==> src/common/limit_stop_pkg.sv <==
// Package: register map, codes and constants for the overtravel limit stop block
package limit_stop_pkg;
  localparam int          REG_ADDR_W           = 16;
  localparam logic [15:0] MODE_SEL_OFFSET      = 16'h3504;
  localparam logic [15:0] STOP_SEL_OFFSET      = 16'h3505;
  localparam logic [15:0] STOP_TORQUE_OFFSET   = 16'h3511;
  localparam logic [15:0] MODE_SEL_RESET       = 16'h0001;
  localparam logic [15:0] STOP_SEL_RESET       = 16'h0000;
  localparam logic [15:0] STOP_TORQUE_RESET    = 16'h0000;
  localparam logic [15:0] SEL_BOTH_OPEN        = 16'h0000;
  localparam logic [15:0] SEL_IGNORE           = 16'h0001;
  localparam logic [15:0] SEL_EITHER_OPEN      = 16'h0002;
  localparam logic [15:0] STOP_DYN_BRAKE       = 16'h0000;
  localparam logic [15:0] STOP_FREE_RUN        = 16'h0001;
  localparam logic [15:0] STOP_IMMEDIATE       = 16'h0002;
  localparam logic [7:0]  ERR_MAJOR_PROHIBIT   = 8'h26;
  localparam logic [3:0]  ERR_MINOR_PROHIBIT   = 4'h0;
  localparam logic [7:0]  ERR_MAJOR_OVERFLOW   = 8'h18;
  localparam logic [7:0]  ERR_MAJOR_OVERRUN    = 8'h22;
  localparam logic [7:0]  WARN_COMMAND         = 8'hB1;
  localparam logic [15:0] STOP_SPEED_RPM       = 16'h001E;

  typedef enum logic [1:0] {
    ST_RUN    = 2'b00,
    ST_DECEL  = 2'b01,
    ST_STOPPD = 2'b10,
    ST_FAULT  = 2'b11
  } stop_state_t;

  typedef enum logic [1:0] {
    BRK_NONE    = 2'b00,
    BRK_DYNAMIC = 2'b01,
    BRK_FREE    = 2'b10,
    BRK_CONTROL = 2'b11
  } brake_t;

  typedef struct packed {
    logic [7:0] major;
    logic [3:0] minor;
    logic       valid;
  } err_code_t;

  typedef struct packed {
    logic        wr;
    logic [15:0] addr;
    logic [15:0] wdata;
  } reg_req_t;
endpackage

==> src/rtl/overtravel_limit_stop_control.sv <==
// Overtravel limit stop control: limit input handling, stop sequencing, warnings and faults
`timescale 1ns/1ns
`default_nettype none
module overtravel_limit_stop_control
  import limit_stop_pkg::*;
#(
  parameter int SPEED_W = 16,
  parameter int TORQ_W  = 16
) (
  // Clock and reset
  input  wire logic                      clock_i,
  input  wire logic                      rst_i,
  // Register access
  input  wire limit_stop_pkg::reg_req_t  reg_req_i,
  output var  logic [15:0]               reg_rdata_o,
  // Limit switch inputs, high when closed
  input  wire logic                      forward_travel_limit_input_i,
  input  wire logic                      reverse_travel_limit_input_i,
  // Motion state and commands
  input  wire logic [SPEED_W-1:0]        speed_abs_i,
  input  wire logic                      cmd_forward_i,
  input  wire logic                      cmd_reverse_i,
  input  wire logic signed [TORQ_W-1:0]  torque_cmd_i,
  input  wire logic [TORQ_W-1:0]         normal_torque_limit_i,
  input  wire logic                      other_error_i,
  input  wire logic                      pos_err_overflow_i,
  input  wire logic                      overrun_i,
  input  wire logic                      fault_clear_i,
  // Stop control outputs
  output var  logic signed [TORQ_W-1:0]  torque_cmd_o,
  output var  logic [TORQ_W-1:0]         torque_limit_o,
  output var  limit_stop_pkg::brake_t    brake_mode_o,
  output var  logic                      servo_on_o,
  output var  logic                      err_counter_clear_o,
  output var  logic                      fault_reaction_o,
  output var  limit_stop_pkg::err_code_t error_o,
  output var  logic [7:0]                warning_o,
  output var  logic                      fwd_blocked_o,
  output var  logic                      rev_blocked_o
);
  import limit_stop_pkg::*;

  logic [15:0]  mode_sel_q;
  logic [15:0]  stop_sel_q;
  logic [15:0]  stop_torque_q;
  stop_state_t  state_q;
  stop_state_t  state_d;
  logic         fwd_open;
  logic         rev_open;
  logic         prohibit_err;
  logic         slow;
  logic         fwd_open_q;
  logic         rev_open_q;

  function automatic logic is_low_speed(input logic [SPEED_W-1:0] spd);
    is_low_speed = spd <= SPEED_W'(STOP_SPEED_RPM);
  endfunction

  assign fwd_open = (mode_sel_q != SEL_IGNORE) && !forward_travel_limit_input_i;
  assign rev_open = (mode_sel_q != SEL_IGNORE) && !reverse_travel_limit_input_i;
  assign slow     = is_low_speed(speed_abs_i);

  always_comb begin
    case (mode_sel_q)
      SEL_BOTH_OPEN:   prohibit_err = fwd_open && rev_open;
      SEL_EITHER_OPEN: prohibit_err = fwd_open || rev_open;
      default:         prohibit_err = 1'b0;
    endcase
  end

  // Register writes; out-of-range values are kept so reads show what was written
  always_ff @(posedge clock_i or posedge rst_i) begin
    if (rst_i) begin
      mode_sel_q    <= MODE_SEL_RESET;
      stop_sel_q    <= STOP_SEL_RESET;
      stop_torque_q <= STOP_TORQUE_RESET;
    end else if (reg_req_i.wr) begin
      case (reg_req_i.addr)
        MODE_SEL_OFFSET:    mode_sel_q    <= reg_req_i.wdata;
        STOP_SEL_OFFSET:    stop_sel_q    <= reg_req_i.wdata;
        STOP_TORQUE_OFFSET: stop_torque_q <= reg_req_i.wdata;
        default:            ;
      endcase
    end
  end

  always_ff @(posedge clock_i or posedge rst_i) begin
    if (rst_i) begin
      reg_rdata_o <= 16'h0000;
    end else begin
      case (reg_req_i.addr)
        MODE_SEL_OFFSET:    reg_rdata_o <= mode_sel_q;
        STOP_SEL_OFFSET:    reg_rdata_o <= stop_sel_q;
        STOP_TORQUE_OFFSET: reg_rdata_o <= stop_torque_q;
        default:            reg_rdata_o <= 16'h0000;
      endcase
    end
  end

  always_ff @(posedge clock_i or posedge rst_i) begin
    if (rst_i) begin
      fwd_open_q <= 1'b0;
      rev_open_q <= 1'b0;
    end else begin
      fwd_open_q <= fwd_open;
      rev_open_q <= rev_open;
    end
  end

  // Stop sequence state; a fault always wins over the stop selection
  always_comb begin
    state_d = state_q;
    case (state_q)
      ST_RUN: begin
        if (prohibit_err || other_error_i) begin
          state_d = ST_FAULT;
        end else if (mode_sel_q == SEL_BOTH_OPEN &&
                     ((fwd_open && cmd_forward_i) || (rev_open && cmd_reverse_i) ||
                      (fwd_open && !fwd_open_q) || (rev_open && !rev_open_q))) begin
          state_d = slow ? ST_STOPPD : ST_DECEL;
        end
      end
      ST_DECEL: begin
        if (prohibit_err || other_error_i) begin
          state_d = ST_FAULT;
        end else if (slow) begin
          state_d = ST_STOPPD;
        end
      end
      ST_STOPPD: begin
        // Sticky regardless of speed; returns to run only when both limits close
        if (prohibit_err || other_error_i) begin
          state_d = ST_FAULT;
        end else if (!fwd_open && !rev_open) begin
          state_d = ST_RUN;
        end
      end
      ST_FAULT: begin
        if (fault_clear_i && !prohibit_err && !other_error_i) begin
          state_d = ST_RUN;
        end
      end
      default: state_d = ST_RUN;
    endcase
  end

  always_ff @(posedge clock_i or posedge rst_i) begin
    if (rst_i) begin
      state_q <= ST_RUN;
    end else begin
      state_q <= state_d;
    end
  end

  // prohibition, overflow or overrun error code, in any stop state
  always_ff @(posedge clock_i or posedge rst_i) begin
    if (rst_i) begin
      error_o <= '0;
    end else if (prohibit_err) begin
      error_o <= '{major: ERR_MAJOR_PROHIBIT, minor: ERR_MINOR_PROHIBIT, valid: 1'b1};
    end else if (pos_err_overflow_i) begin
      error_o <= '{major: ERR_MAJOR_OVERFLOW, minor: 4'h0, valid: 1'b1};
    end else if (overrun_i) begin
      error_o <= '{major: ERR_MAJOR_OVERRUN, minor: 4'h0, valid: 1'b1};
    end else if (fault_clear_i) begin
      error_o <= '0;
    end
  end

  always_ff @(posedge clock_i or posedge rst_i) begin
    if (rst_i) begin
      fwd_blocked_o <= 1'b0;
      rev_blocked_o <= 1'b0;
    end else begin
      fwd_blocked_o <= fwd_open;
      rev_blocked_o <= rev_open;
    end
  end

  always_ff @(posedge clock_i or posedge rst_i) begin
    if (rst_i) begin
      warning_o <= 8'h00;
    end else if (slow && ((fwd_open && cmd_forward_i) || (rev_open && cmd_reverse_i))) begin
      warning_o <= WARN_COMMAND;
    end else begin
      warning_o <= 8'h00;
    end
  end

  always_ff @(posedge clock_i or posedge rst_i) begin
    if (rst_i) begin
      brake_mode_o        <= BRK_NONE;
      servo_on_o          <= 1'b1;
      err_counter_clear_o <= 1'b0;
      fault_reaction_o    <= 1'b0;
    end else begin
      fault_reaction_o    <= (state_d == ST_FAULT);
      err_counter_clear_o <= (state_d == ST_DECEL);
      brake_mode_o        <= BRK_NONE;
      servo_on_o          <= (state_d != ST_FAULT);
      if (state_d == ST_DECEL) begin
        case (stop_sel_q)
          STOP_DYN_BRAKE: begin
            brake_mode_o <= BRK_DYNAMIC;
            servo_on_o   <= 1'b0;
          end
          STOP_FREE_RUN: begin
            brake_mode_o <= BRK_FREE;
            servo_on_o   <= 1'b0;
          end
          default: brake_mode_o <= BRK_CONTROL;
        endcase
      end
    end
  end

  always_ff @(posedge clock_i or posedge rst_i) begin
    if (rst_i) begin
      torque_cmd_o   <= '0;
      torque_limit_o <= '0;
    end else begin
      torque_cmd_o   <= torque_cmd_i;
      torque_limit_o <= normal_torque_limit_i;
      if (state_d == ST_DECEL && stop_sel_q == STOP_IMMEDIATE && stop_torque_q != 16'h0000) begin
        torque_limit_o <= TORQ_W'(stop_torque_q);
      end
      if (state_d == ST_STOPPD && stop_sel_q != STOP_IMMEDIATE &&
          ((fwd_open && torque_cmd_i > 0) || (rev_open && torque_cmd_i < 0))) begin
        torque_cmd_o <= '0;
      end
    end
  end

  chk_either_err: assert property (@(posedge clock_i) disable iff (rst_i)
    (mode_sel_q == SEL_EITHER_OPEN && (fwd_open || rev_open)) |=> error_o.valid)
    else $error("either open limit did not raise error");
  chk_ignore_inputs: assert property (@(posedge clock_i) disable iff (rst_i)
    (mode_sel_q == SEL_IGNORE && $stable(mode_sel_q)) |=> !fwd_blocked_o && !rev_blocked_o)
    else $error("limits not ignored under selection 1");
  chk_err_code: assert property (@(posedge clock_i) disable iff (rst_i)
    prohibit_err |=> error_o.major == ERR_MAJOR_PROHIBIT && error_o.minor == ERR_MINOR_PROHIBIT)
    else $error("wrong prohibition error code");
  chk_fwd_block: assert property (@(posedge clock_i) disable iff (rst_i)
    (mode_sel_q == SEL_BOTH_OPEN && !forward_travel_limit_input_i) |=> fwd_blocked_o)
    else $error("forward not blocked");
  chk_cmd_warning: assert property (@(posedge clock_i) disable iff (rst_i)
    (slow && fwd_open && cmd_forward_i) |=> warning_o == WARN_COMMAND)
    else $error("command warning missing");
  chk_decel_end: assert property (@(posedge clock_i) disable iff (rst_i)
    (state_q == ST_DECEL && slow && !prohibit_err && !other_error_i) |=> state_q == ST_STOPPD)
    else $error("deceleration did not end at low speed");
  chk_counter_clr: assert property (@(posedge clock_i) disable iff (rst_i)
    (state_d == ST_DECEL) |=> err_counter_clear_o)
    else $error("error counter not cleared");
  chk_fault_prio: assert property (@(posedge clock_i) disable iff (rst_i)
    other_error_i |=> fault_reaction_o && state_q == ST_FAULT)
    else $error("fault reaction not taken");
  chk_imm_servo: assert property (@(posedge clock_i) disable iff (rst_i)
    (state_d == ST_DECEL && stop_sel_q == STOP_IMMEDIATE) |=> servo_on_o && brake_mode_o == BRK_CONTROL)
    else $error("immediate stop dropped servo");
  cov_decel: cover property (@(posedge clock_i) disable iff (rst_i) state_q == ST_DECEL ##1 state_q == ST_STOPPD);
  cov_fault: cover property (@(posedge clock_i) disable iff (rst_i) state_q == ST_FAULT);
  cov_warn:  cover property (@(posedge clock_i) disable iff (rst_i) warning_o == WARN_COMMAND);
endmodule
`default_nettype wire
==> config.mk <==
export PLATFORM = sky130hd
export DESIGN_NAME = overtravel_limit_stop_control
export DESIGN_NICKNAME = d
export VERILOG_FILES = /design/src/common/limit_stop_pkg.sv /design/src/rtl/overtravel_limit_stop_control.sv
export SDC_FILE = /design/constraint.sdc
export NUM_CORES = 1
export LEC_CHECK = 0
export BUFFER_PORTS_ARGS = -buffer_cell sky130_fd_sc_hd__buf_2
export CELL_PAD_IN_SITES_DETAIL_PLACEMENT = 1
export CELL_PAD_IN_SITES_GLOBAL_PLACEMENT = 1
export CORE_MARGIN = 2
export CORE_UTILIZATION = 43
export CTS_BUF_LIST = sky130_fd_sc_hd__clkbuf_8
export DETAILED_ROUTE_END_ITERATION = 12
export PLACE_DENSITY_LB_ADDON = 0.1
export SLEW_MARGIN = 20
export SYNTH_ARGS = -nofsm -noshare
export SYNTH_HDL_FRONTEND = slang
export SYNTH_SLANG_ARGS = --single-unit
==> constraint.sdc <==
create_clock -name clock_i -period 6.2 [get_ports clock_i]
set_clock_uncertainty 0.15 [all_clocks]
set_input_delay 0.62 -clock clock_i [delete_from_list [all_inputs] [get_ports clock_i]]
set_output_delay 0.62 -clock clock_i [all_outputs]
set_load 0.01 [all_outputs]
==> results of run 1 <==
-- cell families (layout without fill, tap and decap cells) --
| group | count (synthesis) | in the layout | share of synthesized area, % |
|---|---|---|---|
| other | 1 | 12 | 0.07999 |
| AND/OR/NAND/NOR | 95 | 95 | 11.93 |
| buffers and inverters | 34 | 181 | 4.243 |
| AO/OA/AOI/OAI | 36 | 36 | 5.151 |
| flip-flops | 110 | 110 | 58.77 |
| multiplexers | 81 | 81 | 19.83 |
-- how the worst min path moves through the flow --
stage                  start           endpoint  slack, ns
6_report               rst_i  torque_limit_o[8]       0.10
5_1_grt                rst_i  torque_limit_o[8]       0.12
4_1_cts                rst_i  torque_limit_o[8]       0.10
3_5_place_dp      error_o[0]         error_o[0]       0.34
3_3_place_gp      error_o[0]         error_o[0]       0.34
2_1_floorplan  stop_sel_q[0]    brake_mode_o[0]       0.32
-- cell type report --
cell class	count	area (um^2)	share of cell area, %
Antenna cell	1	2.502	0.04375
Clock buffer	9	123.9	2.166
Clock inverter	7	58.81	1.028
Inverter	7	28.78	0.5032
Multi-Input combinational cell	223	1777	31.07
Sequential cell	110	2755	48.17
Tap cell	140	175.2	3.063
Timing Repair Buffer	158	798.3	13.96
-- registers in the layout, indices dropped and copies added, names as in the netlist --
register             cells
error_o                  4
torque_limit_o          16
brake_mode_o             2
warning_o                1
rev_blocked_o            1
stop_sel_q              16
fwd_blocked_o            1
servo_on_o               1
torque_cmd_o            16
mode_sel_q              16
reg_rdata_o             16
stop_torque_q           16
state_q                  2
fault_reaction_o         1
err_counter_clear_o      1
-- cells in the mapped netlist, types with 2 or more instances --
cell type  count
dfrtp_1      108
nor2b_1        2
buf_4         16
nand2_1       24
a21oi_1        5
nor3_2         2
mux2i_1       16
o21ai_0       18
dfstp_2        2
nor3_1         6
and2_1        17
nor4_1        13
mux2_2        53
mux2_4        10
or3_1          2
or4_4          2
nand4_1        2
nor2_1        11
buf_2          3
o21a_1         2
inv_1          6
nand3_1        3
clkbuf_1       7
mux2_1         2
-- critical path, stage by stage, from the launching register on --
cell     delay (ns)
dfstp_2        0.56
or4b_2         0.60
nor4_2         0.45
o21a_1         0.18
o31a_1         0.22
nand3_2        0.51
mux2_2         0.49
-- metal layers --
layer	track usage, %	routed length (um)	up-vias	share of wire [%]
met3	4.400	630	15	5.4
met2	34.91	5773	103	50
li1	-	-	1535	-
met4	6.410	212	0	1.8
met1	26.33	5025	1641	43
met5	0	0	-	0
-- report_power, final --
group          internal [mW]  leakage, nW  total (mW)  switching (mW)
logic                 0.0577         1.46       0.129          0.0710
clock network          0.182        0.103       0.410           0.229
registers              0.738         1.43       0.745         0.00731
==> results by group, run 1 <==
Critical path
  • Startpoint type of the worst setup path: flop
  • Worst Setup End Kind: flop
  • RR Startpoint: mode_sel_q[0]
  • Critical path fanouts, max: 16
  • Worst setup path start: mode_sel_q[0]
  • R2R Path End: torque_limit_o[15]
  • Crit Path Category: flop to flop
  • R2R setup slack: 2.91 ns
  • Arrival time at the worst endpoint: 3.38 ns
  • Critical path required time: 6.30 ns
  • R2R depth: 6
  • Termination of the worst setup path: torque_limit_o[15]

Global route
  • Initial antenna violation count: 1
  • Largest net degree at the start of global routing: 78
  • Vias in the first global route: 3486
  • Congestion Overflow GR: 0
  • First-pass GRT wire length: 18300 um
  • Global Route Usage Sum: 20.55%

Timing
  • Worst slew pin tran: 0.9515 ns
  • Final setup fails: 0
  • Hold Violations, Final: 0
  • Setup ws final: 2.911 ns
  • Slew Limit Fails: 0
  • Hold slack: 0.1026 ns
  • Final setup TNS: 0 ns
  • Min cycle time layout: 3.289 ns
  • Fmax achieved: 304.0 MHz
  • Slew Limit Headroom: 36.57%
  • RSZ-0062 raised after global routing: false
  • Tcrit/Tclk final: 53.05%

Placed design
  • Placed cell count: 638
  • Buffers on Ports: 155
  • Detailed placement HPWL: 8686 um
  • GP Congestion: 0.7674
  • Placement Setup Slack: 2.818 ns
  • Placed inst area: 5534 um^2

Drt
  • WL/cell: 17.78 um
  • Remaining DRCs: 0
  • DR iter-0 viols: 103
  • Post-route ant nets: 0
  • First-pass DRT Iterations: 4
  • Routed WL: 11640 um
  • DR vias/cell: 5.029
  • Via count: 3294

Die
  • Total core area: 10750 um^2
  • Die area: 11750 um^2
  • Starting Density: 43.63%
  • Chip width: 108.4 um
  • # IOs: 167
  • Chip height: 108.4 um
  • Rows: 38

Synth
  • Synth top area share: 57.65%
  • Yosys cell types: 49
  • Area contributors post-synth: dfrtp_1 58%, mux2_2 13%, mux2i_1 3.4%
  • Ys async rst share: 100.0%
  • Post-Synthesis Cells: 357
  • Post-synth EDFFs: 0
  • Yosys reg bits: 110
  • Yosys top cell by area: dfrtp_1
  • Ys Warns: 0
  • Syn avg cell area: 13.13 um^2
  • Top_reg_cell synth: dfrtp_1
  • Cell area after synthesis: 4688 um^2
  • Post-synthesis sequential area ratio: 58.77%

Clock network
  • Hold_buf cts: 0
  • Later-pin clock latency in the skew report: 0.37 ns
  • TritonCTS Sinks: 110
  • CTS Buf Count: 9
  • Clock slew at reported path FFs: 0.10 ns
  • Htree depth: 3
  • CTS tree: done
  • Setup Fix Bufs, Post-CTS: 0
  • Resize count post-CTS: 0
  • CTS Buffer Depth: 2
  • Root Driver: clkbuf_8

Power
  • Peak VDD IR: 95.98 uV
  • P_leak: 2.998 nW
  • PD cells: 224.5 nW/um^2
  • Pwr Total: 1.284 mW

Final layout
  • Commonest non-fill, non-tap cells in the layout: 155 x buf_2, 108 x dfrtp_1, 53 x mux2_2
  • Filler cell count: 1185
  • Cell Count, Final, Fillers Out: 655
  • Post-route cell area: 5719 um^2
  • P&R area growth vs syn: 21.99%
  • Final net count: 600
  • Most common cell after layout, fill and taps aside: buf_2
  • Layout cells sized above 1: 49.03%
  • Final cell utilization of the core: 53.23%

Outcome
  • Outcome: complete, no violations

Worst hold path
  • Hold WC Path Type: input pin to async pin

Flow run
  • Max-cap violations: 0
(Power assumes the default switching activity.)
==> run 2, diff against run 1 <==
--- a/config.mk
+++ b/config.mk
@@ -9,7 +9,7 @@
 export CELL_PAD_IN_SITES_DETAIL_PLACEMENT = 1
 export CELL_PAD_IN_SITES_GLOBAL_PLACEMENT = 1
 export CORE_MARGIN = 2
-export CORE_UTILIZATION = 43
+export CORE_UTILIZATION = 36
 export CTS_BUF_LIST = sky130_fd_sc_hd__clkbuf_8
 export DETAILED_ROUTE_END_ITERATION = 12
 export PLACE_DENSITY_LB_ADDON = 0.1
==> constraint.sdc (replaced) <==
create_clock -name clock_i -period 3 [get_ports clock_i]
set_clock_uncertainty 0.15 [all_clocks]
set_input_delay 0.3 -clock clock_i [delete_from_list [all_inputs] [get_ports clock_i]]
set_output_delay 0.3 -clock clock_i [all_outputs]
set_load 0.01 [all_outputs]
==> results by group, run 2 (synthesis results as in run 1) <==
Outcome
  • Outcome: complete, no violations

Final layout
  • P&R area growth vs syn: 31.92%
  • Layout cells sized above 1: 47.39% (-1.6 points)
  • N_diodes: 0 (-1)
  • Final net count: 642 (+7.0%)
  • Filler cell count: 1395 (+18%)
  • Register area: 2755 um^2 (unchanged)
  • Most common cell after layout, fill and taps aside: buf_2
  • Commonest non-fill, non-tap cells in the layout: 155 x buf_2, 108 x dfrtp_1, 53 x mux2_2
  • Area of the multi-input gates: 1777 um^2 (unchanged)

Die
  • Chip height: 118.1 um (+8.9%)
  • Rows: 41 (+7.9%)
  • Chip width: 118.1 um (+8.9%)
  • Starting Density: 37.00% (-6.6 points)
  • Die area: 13950 um^2 (+19%)
  • Total core area: 12670 um^2 (+18%)
  • # IOs: 167 (unchanged)

Critical path
  • RR Startpoint: mode_sel_q[12]
  • CP cell instances: or4_4 > nor4_4 > a311oi_1 > o31a_1 > inv_2 > nand3b_2 > and2_1
  • R2R depth: 7 (+1)
  • Top Family by Delay on Critical Path: simple AND/OR/NAND/NOR gates
  • R2R Path End: torque_cmd_o[7]
  • CP bufs+invs: 1 (+1)
  • Crit Path Category: flop to flop
  • CP max stage delay: 0.58 ns (-0.02 ns)
  • R2R setup slack: 0.23 ns (-2.68 ns)
  • Critical path required time: 3.12 ns (-3.18 ns)
  • Arrival time at the worst endpoint: 2.89 ns (-0.49 ns)
  • Worst Setup End Kind: flop
  • Critical path's slowest cell: or4_4
  • Startpoint type of the worst setup path: flop
  • Critical path fanouts, max: 16 (unchanged)

Timing
  • Final setup fails: 0 (unchanged)
  • Tcrit/Tclk final: 92.46% (+39 points)
  • Worst slew pin tran: 0.8273 ns (-0.1242 ns)
  • RSZ-0062 raised after global routing: false
  • Fmax achieved: 360.5 MHz (+19%)
  • Min cycle time layout: 2.774 ns (-0.5150 ns)
  • Slew Limit Fails: 0 (unchanged)
  • Slew Limit Headroom: 44.71% (+8.1 points)
  • Hold Violations, Final: 0 (unchanged)
  • Final setup TNS: 0 ns (unchanged)

Clock network
  • CTS tree: done
  • CTS Buffer Depth: 2 (unchanged)
  • TritonCTS Sinks: 110 (unchanged)
  • Setup Fix Bufs, Post-CTS: 0 (unchanged)
  • Later-pin clock latency in the skew report: 0.38 ns (about the same)
  • CTS Buf Count: 9 (unchanged)
  • Hold_buf cts: 33 (+33)
  • Resize count post-CTS: 0 (unchanged)
  • Root Driver: clkbuf_8
  • Htree depth: 3 (unchanged)
  • Clock slew at reported path FFs: 0.10 ns (about the same)

Worst hold path
  • WHS Endpoint: torque_cmd_o[7]
  • Cells on Worst Hold Path: 2
  • Hold_sp: torque_cmd_i[7]
  • Hold WC Path Type: input pin to flop

Power
  • Peak VDD IR: 233.2 uV (+140%)
  • Pwr Total: 2.666 mW (+110%)
  • P_leak: 3.180 nW (+6.1%)
  • PD cells: 431.1 nW/um^2 (+92%)

Drt
  • Post-route ant nets: 0 (unchanged)
  • DR vias/cell: 4.765 (-5.3%)
  • Remaining DRCs: 0 (unchanged)
  • Routed WL: 12470 um (+7.1%)
  • WL/cell: 17.16 um (-3.5%)
  • DR iter-0 viols: 119 (+16%)
  • Via count: 3464 (+5.2%)
  • First-pass DRT Iterations: 4 (unchanged)

Placed design
  • Detailed placement HPWL: 9260 um (+6.6%)
  • GP Congestion: 0.7853 (+2.3%)
  • Buffers on Ports: 155 (unchanged)

Global route
  • Global Route Usage Sum: 18.86% (-1.7 points)
  • Largest net degree at the start of global routing: 43 (-45%)
  • First-pass GRT wire length: 20540 um (+12%)
  • Vias in the first global route: 3873 (+11%)
  • Initial antenna violation count: 0 (-1)
  • Congestion Overflow GR: 0 (unchanged)

Flow run
  • Max-cap violations: 0 (unchanged)
## run 2: through the flow
| step | setup WS, ns | hold slack (ns) | std cells | utilization (%) | instance area [um^2] |
|---|---|---|---|---|---|
| after floorplan | 0.3158 | 0.2278 | 367 | - | 4730 |
| after global placement | 0.2958 | 0.1119 | 679 | 44.83 | 5680 |
| after detailed placement | 0.2178 | 0.1153 | 679 | 44.83 | 5680 |
| after CTS | 0.1954 | 0.003049 | 727 | 48.81 | 6185 |
| after global routing | 0.03951 | 0.01549 | 727 | 48.81 | 6185 |
| final | 0.2261 | 0.01729 | 727 | 48.81 | 6185 |
## run 2: per-layer routing
layer,GRT usage [%],share of wire (%),routed length (um)
met2,32.08,49,6094
met1,23.16,44,5444
met5,0,0,0
met3,4.554,5.5,690
met4,7.003,1.9,242
## run 2: worst register-to-register path, delay by kind of cell (launching register included)
family,cells,cell delay [ns]
flip-flops,1,0.41
AO/OA/AOI/OAI,2,0.52
AND/OR/NAND/NOR,4,1.49
buffers and inverters,1,0.10
## run 2: final cells by class
type / instances / area share, %
clock buffers: 11 / 2.448
clock inverters: 4 / 0.3642
inverters: 7 / 0.4855
multi-input cells: 223 / 28.73
flip-flops and latches: 110 / 44.55
well taps: 172 / 3.480
repair buffers: 200 / 19.95
## run 2: how the worst max path moves through the flow
stage	cells after the start	start	endpoint	slack [ns]
after floorplan	7	mode_sel_q[12]	torque_limit_o[10]	0.32
after global placement	7	mode_sel_q[12]	torque_limit_o[2]	0.30
after detailed placement	7	mode_sel_q[12]	torque_limit_o[2]	0.22
after CTS	7	mode_sel_q[12]	torque_cmd_o[7]	0.20
after global routing	7	mode_sel_q[12]	torque_cmd_o[7]	0.04
final	7	mode_sel_q[12]	torque_cmd_o[7]	0.23
## run 2: where the power goes
group / internal (mW) / switching [mW]
Sequential: 1.52 / 0.0151
Combinational: 0.151 / 0.155
Clock: 0.339 / 0.481
